[src/hw/dcar_pkg.sv]
// Constants and types shared by the channel address and count register set.
// Assumes one controller clock and an active-low asynchronous reset.
//
// Notes on behaviour
// RL1: Every channel keeps a 16-bit current address.
// RL2: Software clears byte pointer before 16-bit programming.
// RL3: First byte is bits 7-0, second 15-8.
// RL4: Offset 0x00 write sets base and current address.
// RL5: Address steps by one per transfer, mode-directed.
// RL6: Autoinitialize reloads current address from base.
// RL7: Base address is write-only, never read back.
// RL8: Scatter/gather puts reserve buffer into base address.
// RL9: Software programs wide channels with halved addresses.
// RL10: Current count holds length minus one, decrements.
// RL11: Terminal count when count wraps 0x0000 to 0xFFFF.
// RL12: Autoinitialize reloads current count from base count.
// RL13: Offset 0x01 write sets base and current count.
// RL14: Scatter/gather count holds remaining buffer bytes.
// RL15: Channels one to three count bytes.
// RL16: Channels five to seven count 16-bit words.
// RL17: Wide channels take autoinitialize from second controller.
// RL18: Scatter/gather address carry steps the low page.
// RL19: Wide channels output address shifted left, bit0 low.
// RL20: Byte pointer toggles on every byte access.

package dcar_pkg;

    localparam int CH_NUM = 8;
    localparam int CH_W = 3;
    localparam int REG_W = 16;
    localparam int BYTE_W = 8;

    // Register offsets within a channel.
    localparam logic OFF_ADDR = 1'h0;
    localparam logic OFF_COUNT = 1'h1;

    // Base memory word layout: count in the high half, address low.
    localparam int BASE_W = 2 * REG_W;
    localparam int BASE_CNT_LSB = REG_W;
    localparam logic [3:0] LANE_ADDR_LO = 4'h1;
    localparam logic [3:0] LANE_ADDR_HI = 4'h2;
    localparam logic [3:0] LANE_CNT_LO = 4'h4;
    localparam logic [3:0] LANE_CNT_HI = 4'h8;
    localparam logic [3:0] LANE_ALL = 4'hF;

    localparam logic [REG_W-1:0] REG_RESET = 16'h0000;
    localparam logic [BASE_W-1:0] BASE_RESET = 32'h0000_0000;
    localparam logic [BYTE_W-1:0] BYTE_RESET = 8'h00;
    localparam logic [REG_W-1:0] CNT_LAST = 16'h0000;
    localparam logic [REG_W-1:0] ADDR_TOP = 16'hFFFF;
    localparam logic [REG_W-1:0] ADDR_BOTTOM = 16'h0000;
    localparam logic [REG_W-1:0] STEP_ONE = 16'h0001;

    // First channel that moves 16-bit words.
    localparam logic [CH_W-1:0] FIRST_WIDE_CH = 3'h5;

    typedef enum logic {
        BP_LOW = 1'b0,
        BP_HIGH = 1'b1
    } dcar_bp_t;

endpackage

[src/hw/dcar_base_mem.sv]
// Small byte-writable memory holding base address and base count words.
// Assumes the caller arbitrates its single write port; read data is
// registered, so it appears one clock after the read address.

`timescale 1ns/10ps
`default_nettype none

module dcar_base_mem
    import dcar_pkg::*;
#(
    parameter int WIDTH = BASE_W,
    parameter int DEPTH = CH_NUM,
    parameter int AW = CH_W
) (
    input wire logic i_clk,                 // Controller clock
    input wire logic i_reset_n,             // Asynchronous reset, low
    input wire logic i_we,                  // Write strobe
    input wire logic [WIDTH/8-1:0] i_be,    // Byte lane enables
    input wire logic [AW-1:0] i_waddr,      // Write word index
    input wire logic [WIDTH-1:0] i_wdata,   // Write data
    input wire logic [AW-1:0] i_raddr,      // Read word index
    output logic [WIDTH-1:0] o_rdata        // Registered read data
);

    initial begin
        if (WIDTH % 8 != 0 || DEPTH > (1 << AW) || DEPTH < 1) begin
            $error("dcar_base_mem: unsupported width or depth");
        end
    end

    logic [WIDTH-1:0] mem [DEPTH];

    // Base registers carry no reset value; software programs them first.
    for (genvar b = 0; b < WIDTH / 8; b++) begin : g_lane
        always_ff @(posedge i_clk) begin
            if (i_we && i_be[b]) begin
                mem[i_waddr][b*8 +: 8] <= i_wdata[b*8 +: 8];
            end
        end
    end

    always_ff @(posedge i_clk or negedge i_reset_n) begin
        if (!i_reset_n) begin
            o_rdata <= BASE_RESET;
        end else begin
            o_rdata <= mem[i_raddr];
        end
    end

endmodule

`default_nettype wire

[src/hw/dcar_regs.sv]
// Eight-channel current and base address/count registers with byte access.
// Assumes mode bits, scatter/gather state and transfer strobes come from
// neighbouring controller logic on the same clock; page registers are
// outside and follow the carry pulses.

`timescale 1ns/10ps
`default_nettype none

module dcar_regs
    import dcar_pkg::*;
(
    input wire logic i_clk,                     // Controller clock
    input wire logic i_reset_n,                 // Asynchronous reset, low
    input wire logic i_bp_clear,                // Byte pointer clear cmd
    input wire logic i_wr,                      // Byte write strobe
    input wire logic i_rd,                      // Byte read strobe
    input wire logic [CH_W-1:0] i_ch,           // Channel for access
    input wire logic i_off,                     // Register offset
    input wire logic [BYTE_W-1:0] i_wdata,      // Write byte
    output logic [BYTE_W-1:0] o_rdata,          // Read byte
    output logic o_rvalid,                      // Read byte valid pulse
    input wire logic [3:0] i_mode1_auto,        // Autoinit, channels 0-3
    input wire logic [3:0] i_mode2_auto,        // Autoinit, channels 4-7
    input wire logic [CH_NUM-1:0] i_mode_dec,   // Address decrement mode
    input wire logic [CH_NUM-1:0] i_sg_mode,    // Scatter/gather active
    input wire logic i_xfer,                    // One transfer done
    input wire logic [CH_W-1:0] i_xfer_ch,      // Channel of transfer
    input wire logic i_rsv_load,                // Reserve buffer load
    input wire logic [CH_W-1:0] i_rsv_ch,       // Reserve buffer channel
    input wire logic [REG_W-1:0] i_rsv_addr,    // Reserve buffer address
    input wire logic [REG_W-1:0] i_rsv_count,   // Reserve buffer count
    output logic o_xfer_valid,                  // Transfer address valid
    output logic [REG_W:0] o_xfer_addr,         // Byte address used
    output logic o_tc,                          // Terminal count pulse
    output logic [CH_W-1:0] o_tc_ch,            // Channel at terminal count
    output logic o_page_inc,                    // Low page carry up
    output logic o_page_dec                     // Low page borrow down
);

    function automatic logic is_wide(input logic [CH_W-1:0] ch);
        is_wide = (ch >= FIRST_WIDE_CH);
    endfunction

    // Byte pointer.
    dcar_bp_t bp_reg;
    dcar_bp_t bp_next;
    wire logic access = i_wr || i_rd;

    always_comb begin
        bp_next = bp_reg;
        if (i_bp_clear) begin
            bp_next = BP_LOW; // RL2
        end else if (access) begin
            bp_next = (bp_reg == BP_LOW) ? BP_HIGH : BP_LOW; // RL20
        end
    end

    always_ff @(posedge i_clk or negedge i_reset_n) begin
        if (!i_reset_n) begin
            bp_reg <= BP_LOW;
        end else begin
            bp_reg <= bp_next;
        end
    end

    // Autoinit enables per channel; wide channels use the second block.
    wire logic [CH_NUM-1:0] auto_en = {i_mode2_auto, i_mode1_auto}; // RL17

    // Transfer stage: the base word is read while the strobe is taken.
    logic s1_vld_reg;
    logic [CH_W-1:0] s1_ch_reg;
    logic [BASE_W-1:0] base_word;

    always_ff @(posedge i_clk or negedge i_reset_n) begin
        if (!i_reset_n) begin
            s1_vld_reg <= 1'b0;
            s1_ch_reg <= '0;
        end else begin
            s1_vld_reg <= i_xfer;
            s1_ch_reg <= i_xfer_ch;
        end
    end

    wire logic [REG_W-1:0] base_addr = base_word[REG_W-1:0];
    wire logic [REG_W-1:0] base_cnt = base_word[BASE_CNT_LSB +: REG_W];

    // Base memory write port: bus bytes first, reserve buffer otherwise.
    // A reserve load colliding with a bus write is dropped by design.
    wire logic [3:0] bus_lane =
        (i_off == OFF_ADDR) ?
            ((bp_reg == BP_LOW) ? LANE_ADDR_LO : LANE_ADDR_HI) :
            ((bp_reg == BP_LOW) ? LANE_CNT_LO : LANE_CNT_HI);
    wire logic mem_we = i_wr || i_rsv_load;
    wire logic [3:0] mem_be = i_wr ? bus_lane : LANE_ALL; // RL3
    wire logic [CH_W-1:0] mem_waddr = i_wr ? i_ch : i_rsv_ch;
    wire logic [BASE_W-1:0] mem_wdata =
        i_wr ? {4{i_wdata}} : {i_rsv_count, i_rsv_addr}; // RL8

    // RL7: the base word has no path back to the read data.
    dcar_base_mem #(
        .WIDTH(BASE_W),
        .DEPTH(CH_NUM),
        .AW(CH_W)
    ) u_base (
        .i_clk(i_clk),
        .i_reset_n(i_reset_n),
        .i_we(mem_we),
        .i_be(mem_be),
        .i_waddr(mem_waddr),
        .i_wdata(mem_wdata),
        .i_raddr(i_xfer_ch),
        .o_rdata(base_word)
    );

    // Current address and count per channel.
    logic [REG_W-1:0] cur_addr_reg [CH_NUM];
    logic [REG_W-1:0] cur_cnt_reg [CH_NUM];

    wire logic [REG_W-1:0] s1_addr = cur_addr_reg[s1_ch_reg];
    wire logic [REG_W-1:0] s1_cnt = cur_cnt_reg[s1_ch_reg];
    wire logic s1_tc = s1_vld_reg && (s1_cnt == CNT_LAST); // RL11
    wire logic s1_sg = i_sg_mode[s1_ch_reg];
    wire logic s1_dec = i_mode_dec[s1_ch_reg];
    wire logic s1_reload = s1_tc && (auto_en[s1_ch_reg] || s1_sg);

    for (genvar c = 0; c < CH_NUM; c++) begin : g_ch
        logic [REG_W-1:0] addr_next;
        logic [REG_W-1:0] cnt_next;
        wire logic hit = s1_vld_reg && (s1_ch_reg == CH_W'(c));
        wire logic wr_hit = i_wr && (i_ch == CH_W'(c));

        always_comb begin
            addr_next = cur_addr_reg[c];
            cnt_next = cur_cnt_reg[c];
            if (hit && s1_reload) begin
                addr_next = base_addr; // RL6
                cnt_next = base_cnt; // RL12
            end else if (hit) begin
                // One unit per strobe: bytes low, words high.
                cnt_next = cur_cnt_reg[c] - STEP_ONE; // RL10 RL15 RL16
                if (i_mode_dec[c]) begin
                    addr_next = cur_addr_reg[c] - STEP_ONE; // RL5
                end else begin
                    addr_next = cur_addr_reg[c] + STEP_ONE; // RL5
                end
            end
            // A bus byte lands after the step, so software wins.
            if (wr_hit && i_off == OFF_ADDR) begin
                if (bp_reg == BP_LOW) begin
                    addr_next[7:0] = i_wdata; // RL4
                end else begin
                    addr_next[15:8] = i_wdata; // RL4
                end
            end
            if (wr_hit && i_off == OFF_COUNT) begin
                if (bp_reg == BP_LOW) begin
                    cnt_next[7:0] = i_wdata; // RL13
                end else begin
                    cnt_next[15:8] = i_wdata; // RL13
                end
            end
        end

        always_ff @(posedge i_clk or negedge i_reset_n) begin
            if (!i_reset_n) begin
                cur_addr_reg[c] <= REG_RESET;
                cur_cnt_reg[c] <= REG_RESET;
            end else begin
                cur_addr_reg[c] <= addr_next; // RL1
                cur_cnt_reg[c] <= cnt_next; // RL14
            end
        end
    end

    // Read path returns only current values.
    wire logic [REG_W-1:0] rd_word =
        (i_off == OFF_ADDR) ? cur_addr_reg[i_ch] : cur_cnt_reg[i_ch]; // RL7
    wire logic [BYTE_W-1:0] rd_byte =
        (bp_reg == BP_LOW) ? rd_word[7:0] : rd_word[15:8]; // RL3

    always_ff @(posedge i_clk or negedge i_reset_n) begin
        if (!i_reset_n) begin
            o_rdata <= BYTE_RESET;
            o_rvalid <= 1'b0;
        end else begin
            o_rdata <= i_rd ? rd_byte : o_rdata;
            o_rvalid <= i_rd;
        end
    end

    // Outgoing transfer address and events.
    wire logic s1_wide = is_wide(s1_ch_reg);
    wire logic [REG_W:0] byte_addr =
        s1_wide ? {s1_addr, 1'b0} : {1'b0, s1_addr}; // RL19
    wire logic s1_step = s1_vld_reg && !s1_reload && s1_sg;
    wire logic carry_up = s1_step && !s1_dec && (s1_addr == ADDR_TOP);
    wire logic carry_dn = s1_step && s1_dec && (s1_addr == ADDR_BOTTOM);

    always_ff @(posedge i_clk or negedge i_reset_n) begin
        if (!i_reset_n) begin
            o_xfer_valid <= 1'b0;
            o_xfer_addr <= '0;
            o_tc <= 1'b0;
            o_tc_ch <= '0;
            o_page_inc <= 1'b0;
            o_page_dec <= 1'b0;
        end else begin
            o_xfer_valid <= s1_vld_reg;
            o_xfer_addr <= s1_vld_reg ? byte_addr : o_xfer_addr;
            o_tc <= s1_tc; // RL11
            o_tc_ch <= s1_tc ? s1_ch_reg : o_tc_ch;
            o_page_inc <= carry_up; // RL18
            o_page_dec <= carry_dn; // RL18
        end
    end

    wire logic s1_bus_hit = i_wr && (i_ch == s1_ch_reg);
endmodule

`default_nettype wire

[config.mk]
export PLATFORM = sky130hd
export DESIGN_NAME = dcar_regs
export DESIGN_NICKNAME = d
export VERILOG_FILES = /design/src/hw/dcar_pkg.sv /design/src/hw/dcar_base_mem.sv /design/src/hw/dcar_regs.sv
export SDC_FILE = /design/constraint.sdc
export NUM_CORES = 2
export LEC_CHECK = 0
export ABC_AREA = 1
export BUFFER_PORTS_ARGS = -buffer_cell sky130_fd_sc_hd__buf_2
export CORE_ASPECT_RATIO = 1.4
export CORE_MARGIN = 5
export CORE_UTILIZATION = 30
export CTS_BUF_LIST = sky130_fd_sc_hd__clkbuf_8
export DETAILED_ROUTE_END_ITERATION = 7
export GPL_TIMING_DRIVEN = 1
export PLACE_DENSITY_LB_ADDON = 0.05
export SLEW_MARGIN = 10
export SYNTH_ARGS = -nofsm -noshare
export SYNTH_HDL_FRONTEND = slang
export SYNTH_SLANG_ARGS = --single-unit
[constraint.sdc]
create_clock -name i_clk -period 2.2 [get_ports i_clk]
set_input_delay 0.22 -clock i_clk [delete_from_list [all_inputs] [get_ports i_clk]]
set_output_delay 0.22 -clock i_clk [all_outputs]
set_load 0.05 [all_outputs]
==> results.toml <==
[cts]
clockBufferDepth = 3
htreeDepth = 3
cts_tree = "done"
cts_root_buf = "clkbuf_8"
cts_sinks = 582
clock_latency_ns = 0.86
clkTransAtPathRegs_ns = 0.06
numCtsBuffers = 104

[layout]
largest_reg_flops = 256
syn2layout_area_growth_pct = 33.6
multi_input_area_um2 = 20900
final_util_pct = 40.4
seq_area_um2 = 15800
n_fill_cell = 13800
final_nets = 6503
drive_above_1_share_pct = 22.1

[timing]
finalHoldViolations = 0
worst_slew_pin_slew_ns = 0.880
period_needed_ns = 2.53
max_slew_margin_pct = 41.1
fmax_mhz = 395
tns_ns = -64.92
slew_violations = 0
skew_ns = 0.0640
finalCritPeriodShare_pct = 115
layout_setup_ws_ns = -0.333
setup_viol = 275
fin_hold_ws_ns = 0.0250
rsz0062_at_grt = "yes"

[logic_synthesis]
ys_seq_area_share_pct = 40.6
synthFlopType = "dfrtp_1"
synth_top_cell_by_area = "dfrtp_1"
synth_edf_count = 256
synthCells = 5347
yosysWarnings = 0
synth_seq_cells = 582
post-synth-top-area-fraction_pct = 20.9
synth_top_cells_by_area = "dfrtp_1 (21%), edfxtp_1 (20%), nand2_1 (14%)"
synth_area_per_cell_um2 = 7.30
synthesis.area_um2 = 39100
async_reset_ff_share_pct = 56.0
synth.net_count = 5556
netlist-cell-type-count = 58

[worst_setup_path]
worstSetupStartpointType = "flop"
critPathMostFrequentCell = "nand2_1"
cp_max_fo = 10
crit_required_ns = 2.89
arrival_ns = 3.22
rr_worst_depth = 16
r2r-start = "s1_ch_reg[0]"
r2r_slack_ns = -0.33
critPathKind = "reg2reg"
critPathCaptureType = "flop"
crit_path_max_incr_delay_ns = 0.47
path_cells = "buf_6 -> nand2_8 -> clkinv_8 -> o21ai_2 -> nand2_1 -> nor2_1 -> nand3_1 -> nand2_2 -> buf_12 -> nand4_4 -> buf_12 -> nor2_4 -> buf_6 -> nand2_1 -> nand3b_1 -> nand2_1"
reg2reg_to = "cur_addr_reg[70]"
cp_slowest_cell = "dfrtp_2"

[hold_path]
hp-class = "in2reg"
whs_path_depth = 3
hold_start = "i_rsv_addr[12]"
whs_endpoint = "u_base.mem[7][12]"

[power]
powerDensity_nw_per_um2 = 1090
power.leakage_nw = 24.7
vdd_drop_max_uv = 512

[detailed_routing]
ant_nets = 0
num_vias = 42200
drtIter0Drc = 3400
vias_per_cell = 5.20
drt_first_pass_iters = 6
drt-total-wl_mm = 206
wl_per_cell_um = 25.3
drc = 0

[place]
dp_hpwl_mm = 157
port_buffers = 113
place.gp.congestion = 1.01

[global_route]
grt_overflow = 0
grt_max_degree = 91
grt_pass1_vias = 41500
grt_pass1_wl_mm = 292
grt_usage_pct = 28.9
grt_antenna_before_repair = 9

[job]
cap_violations = 0

[floorplanning]
start_util_pct = 30.2
row_count = 156
die_area_um2 = 138000
die_h_um = 437
design.portCount = 114
die-width_um = 315
core_area_um2 = 129000

[outcome]
violations = "setup timing"
status = "finished with violations"
worst max-delay path, delay by kind of cell, from the launching register on:
kind	cells	cell delay [ns]
and+or+nand+nor	10	1.06
DFF	1	0.47
AOI/OAI and AO/OA	1	0.07
buffers and inverters	5	0.73
cell families (layout without fill, tap and decap cells):
kind of cell	after synthesis	count (layout)	synth area share (%)
simple gates	2840	2840	30.8
flops	582	582	40.6
other cells	0	8	0
compound gates	855	855	12.9
xor+xnor	155	155	3.48
mux	4	4	0.103
fa+ha+maj	128	128	4.25
buf+inv	783	1814	7.89
layout by cell type, fill, tap and decap left out, types with 37 or more instances in the layout:
cell | Yosys | routed
xnor2_1 | 37 | 37
o21ai_0 | 317 | 303
a31oi_1 | 41 | 41
nand3_2 | 1 | 51
ha_1 | 120 | 120
nor2_1 | 642 | 618
buf_4 | 9 | 835
nand4_1 | 158 | 158
clkinv_1 | 22 | 38
nand3b_1 | 39 | 39
buf_12 | 0 | 59
xor2_1 | 118 | 118
dlygate4sd3_1 | 0 | 49
clkbuf_8 | 0 | 118
inv_1 | 496 | 521
nand2_2 | 6 | 49
dfrtp_1 | 326 | 323
edfxtp_1 | 256 | 256
a22oi_1 | 54 | 54
nor3_1 | 45 | 42
o22ai_1 | 112 | 112
buf_2 | 57 | 111
nand3_1 | 451 | 397
nand2_1 | 1448 | 1387
a21oi_1 | 188 | 181
timing repair:
action / CTS / global route
gates resized for setup: 55 / 191
endpoints found under the hold margin: 654 / 0
hold buffers: 49 / 0
pin swaps: 26 / 37
buffers inserted: 10 / 11
setup endpoints to repair: 279 / 278
cloned: 3 / 7
Yosys cell counts (16+ instances only):
cell type	instances
o21ai_0	317
a21o_1	20
ha_1	120
nand3_1	451
nor2_1	642
nand4_1	158
edfxtp_1	256
dfrtp_1	326
a21oi_1	188
buf_2	57
o21bai_1	22
nand2_1	1448
a22oi_1	54
o22ai_1	112
inv_1	496
xnor2_1	37
o211ai_1	16
buf_1	21
a221oi_1	26
xor2_1	118
a31oi_1	41
or2_2	22
clkinv_1	22
clkbuf_1	155
nor3_1	45
nand3b_1	39
worst max path at each step:
stage,from,to,slack [ns],cells after the start
after floorplan,s1_ch_reg[0],cur_addr_reg[70],0.1,14
after global placement,s1_ch_reg[1],o_page_inc,-0.46,11
after detailed placement,s1_ch_reg[0],cur_addr_reg[104],-0.47,17
after CTS,s1_ch_reg[1],cur_cnt_reg[29],-0.33,18
after global routing,s1_ch_reg[0],cur_cnt_reg[46],-0.44,17
final,s1_ch_reg[0],cur_addr_reg[70],-0.33,16
layout make-up:
type | instances | area share (%)
repair buffers | 1094 | 17.4
diodes | 8 | 0.0384
clock buffers | 118 | 3.11
flip-flops and latches | 582 | 30.4
inverters | 530 | 3.86
clock inverters | 72 | 0.955
well taps | 1738 | 4.17
multi-input cells | 3982 | 40.0
per-layer routing:
| layer | track usage (%) | vias up | wire length (um) |
|---|---|---|---|
| li1 | - | 19800 | - |
| met1 | 34.2 | 20300 | 80400 |
| met2 | 49.9 | 1523 | 99400 |
| met3 | 3.53 | 529 | 10900 |
| met4 | 17.4 | 4 | 14900 |
| met5 | 0 | - | 28 |
per-stage QoR:
step           area (um^2)  std cells  total power [mW]  worst slack [ns]
3_5_place_dp         48300       7850              45.2            -0.470
2_1_floorplan        39100       5347              31.0            0.0991
5_1_grt              52100       8117              60.6            -0.443
6_report             52200       8124              56.9            -0.333
4_1_cts              51300       8101              56.5            -0.333
3_3_place_gp         48300       7850              45.2            -0.458
report_power, final:
| part | total [mW] | switching, mW | internal, mW | leakage, nW |
|---|---|---|---|---|
| combinational | 29.8 | 17.6 | 12.2 | 17.3 |
| clock | 10.8 | 5.22 | 5.62 | 1.20 |
| sequential | 16.3 | 2.42 | 13.9 | 6.21 |
| total | 56.9 | 25.2 | 31.6 | 24.7 |
(Power assumes the default switching activity.)
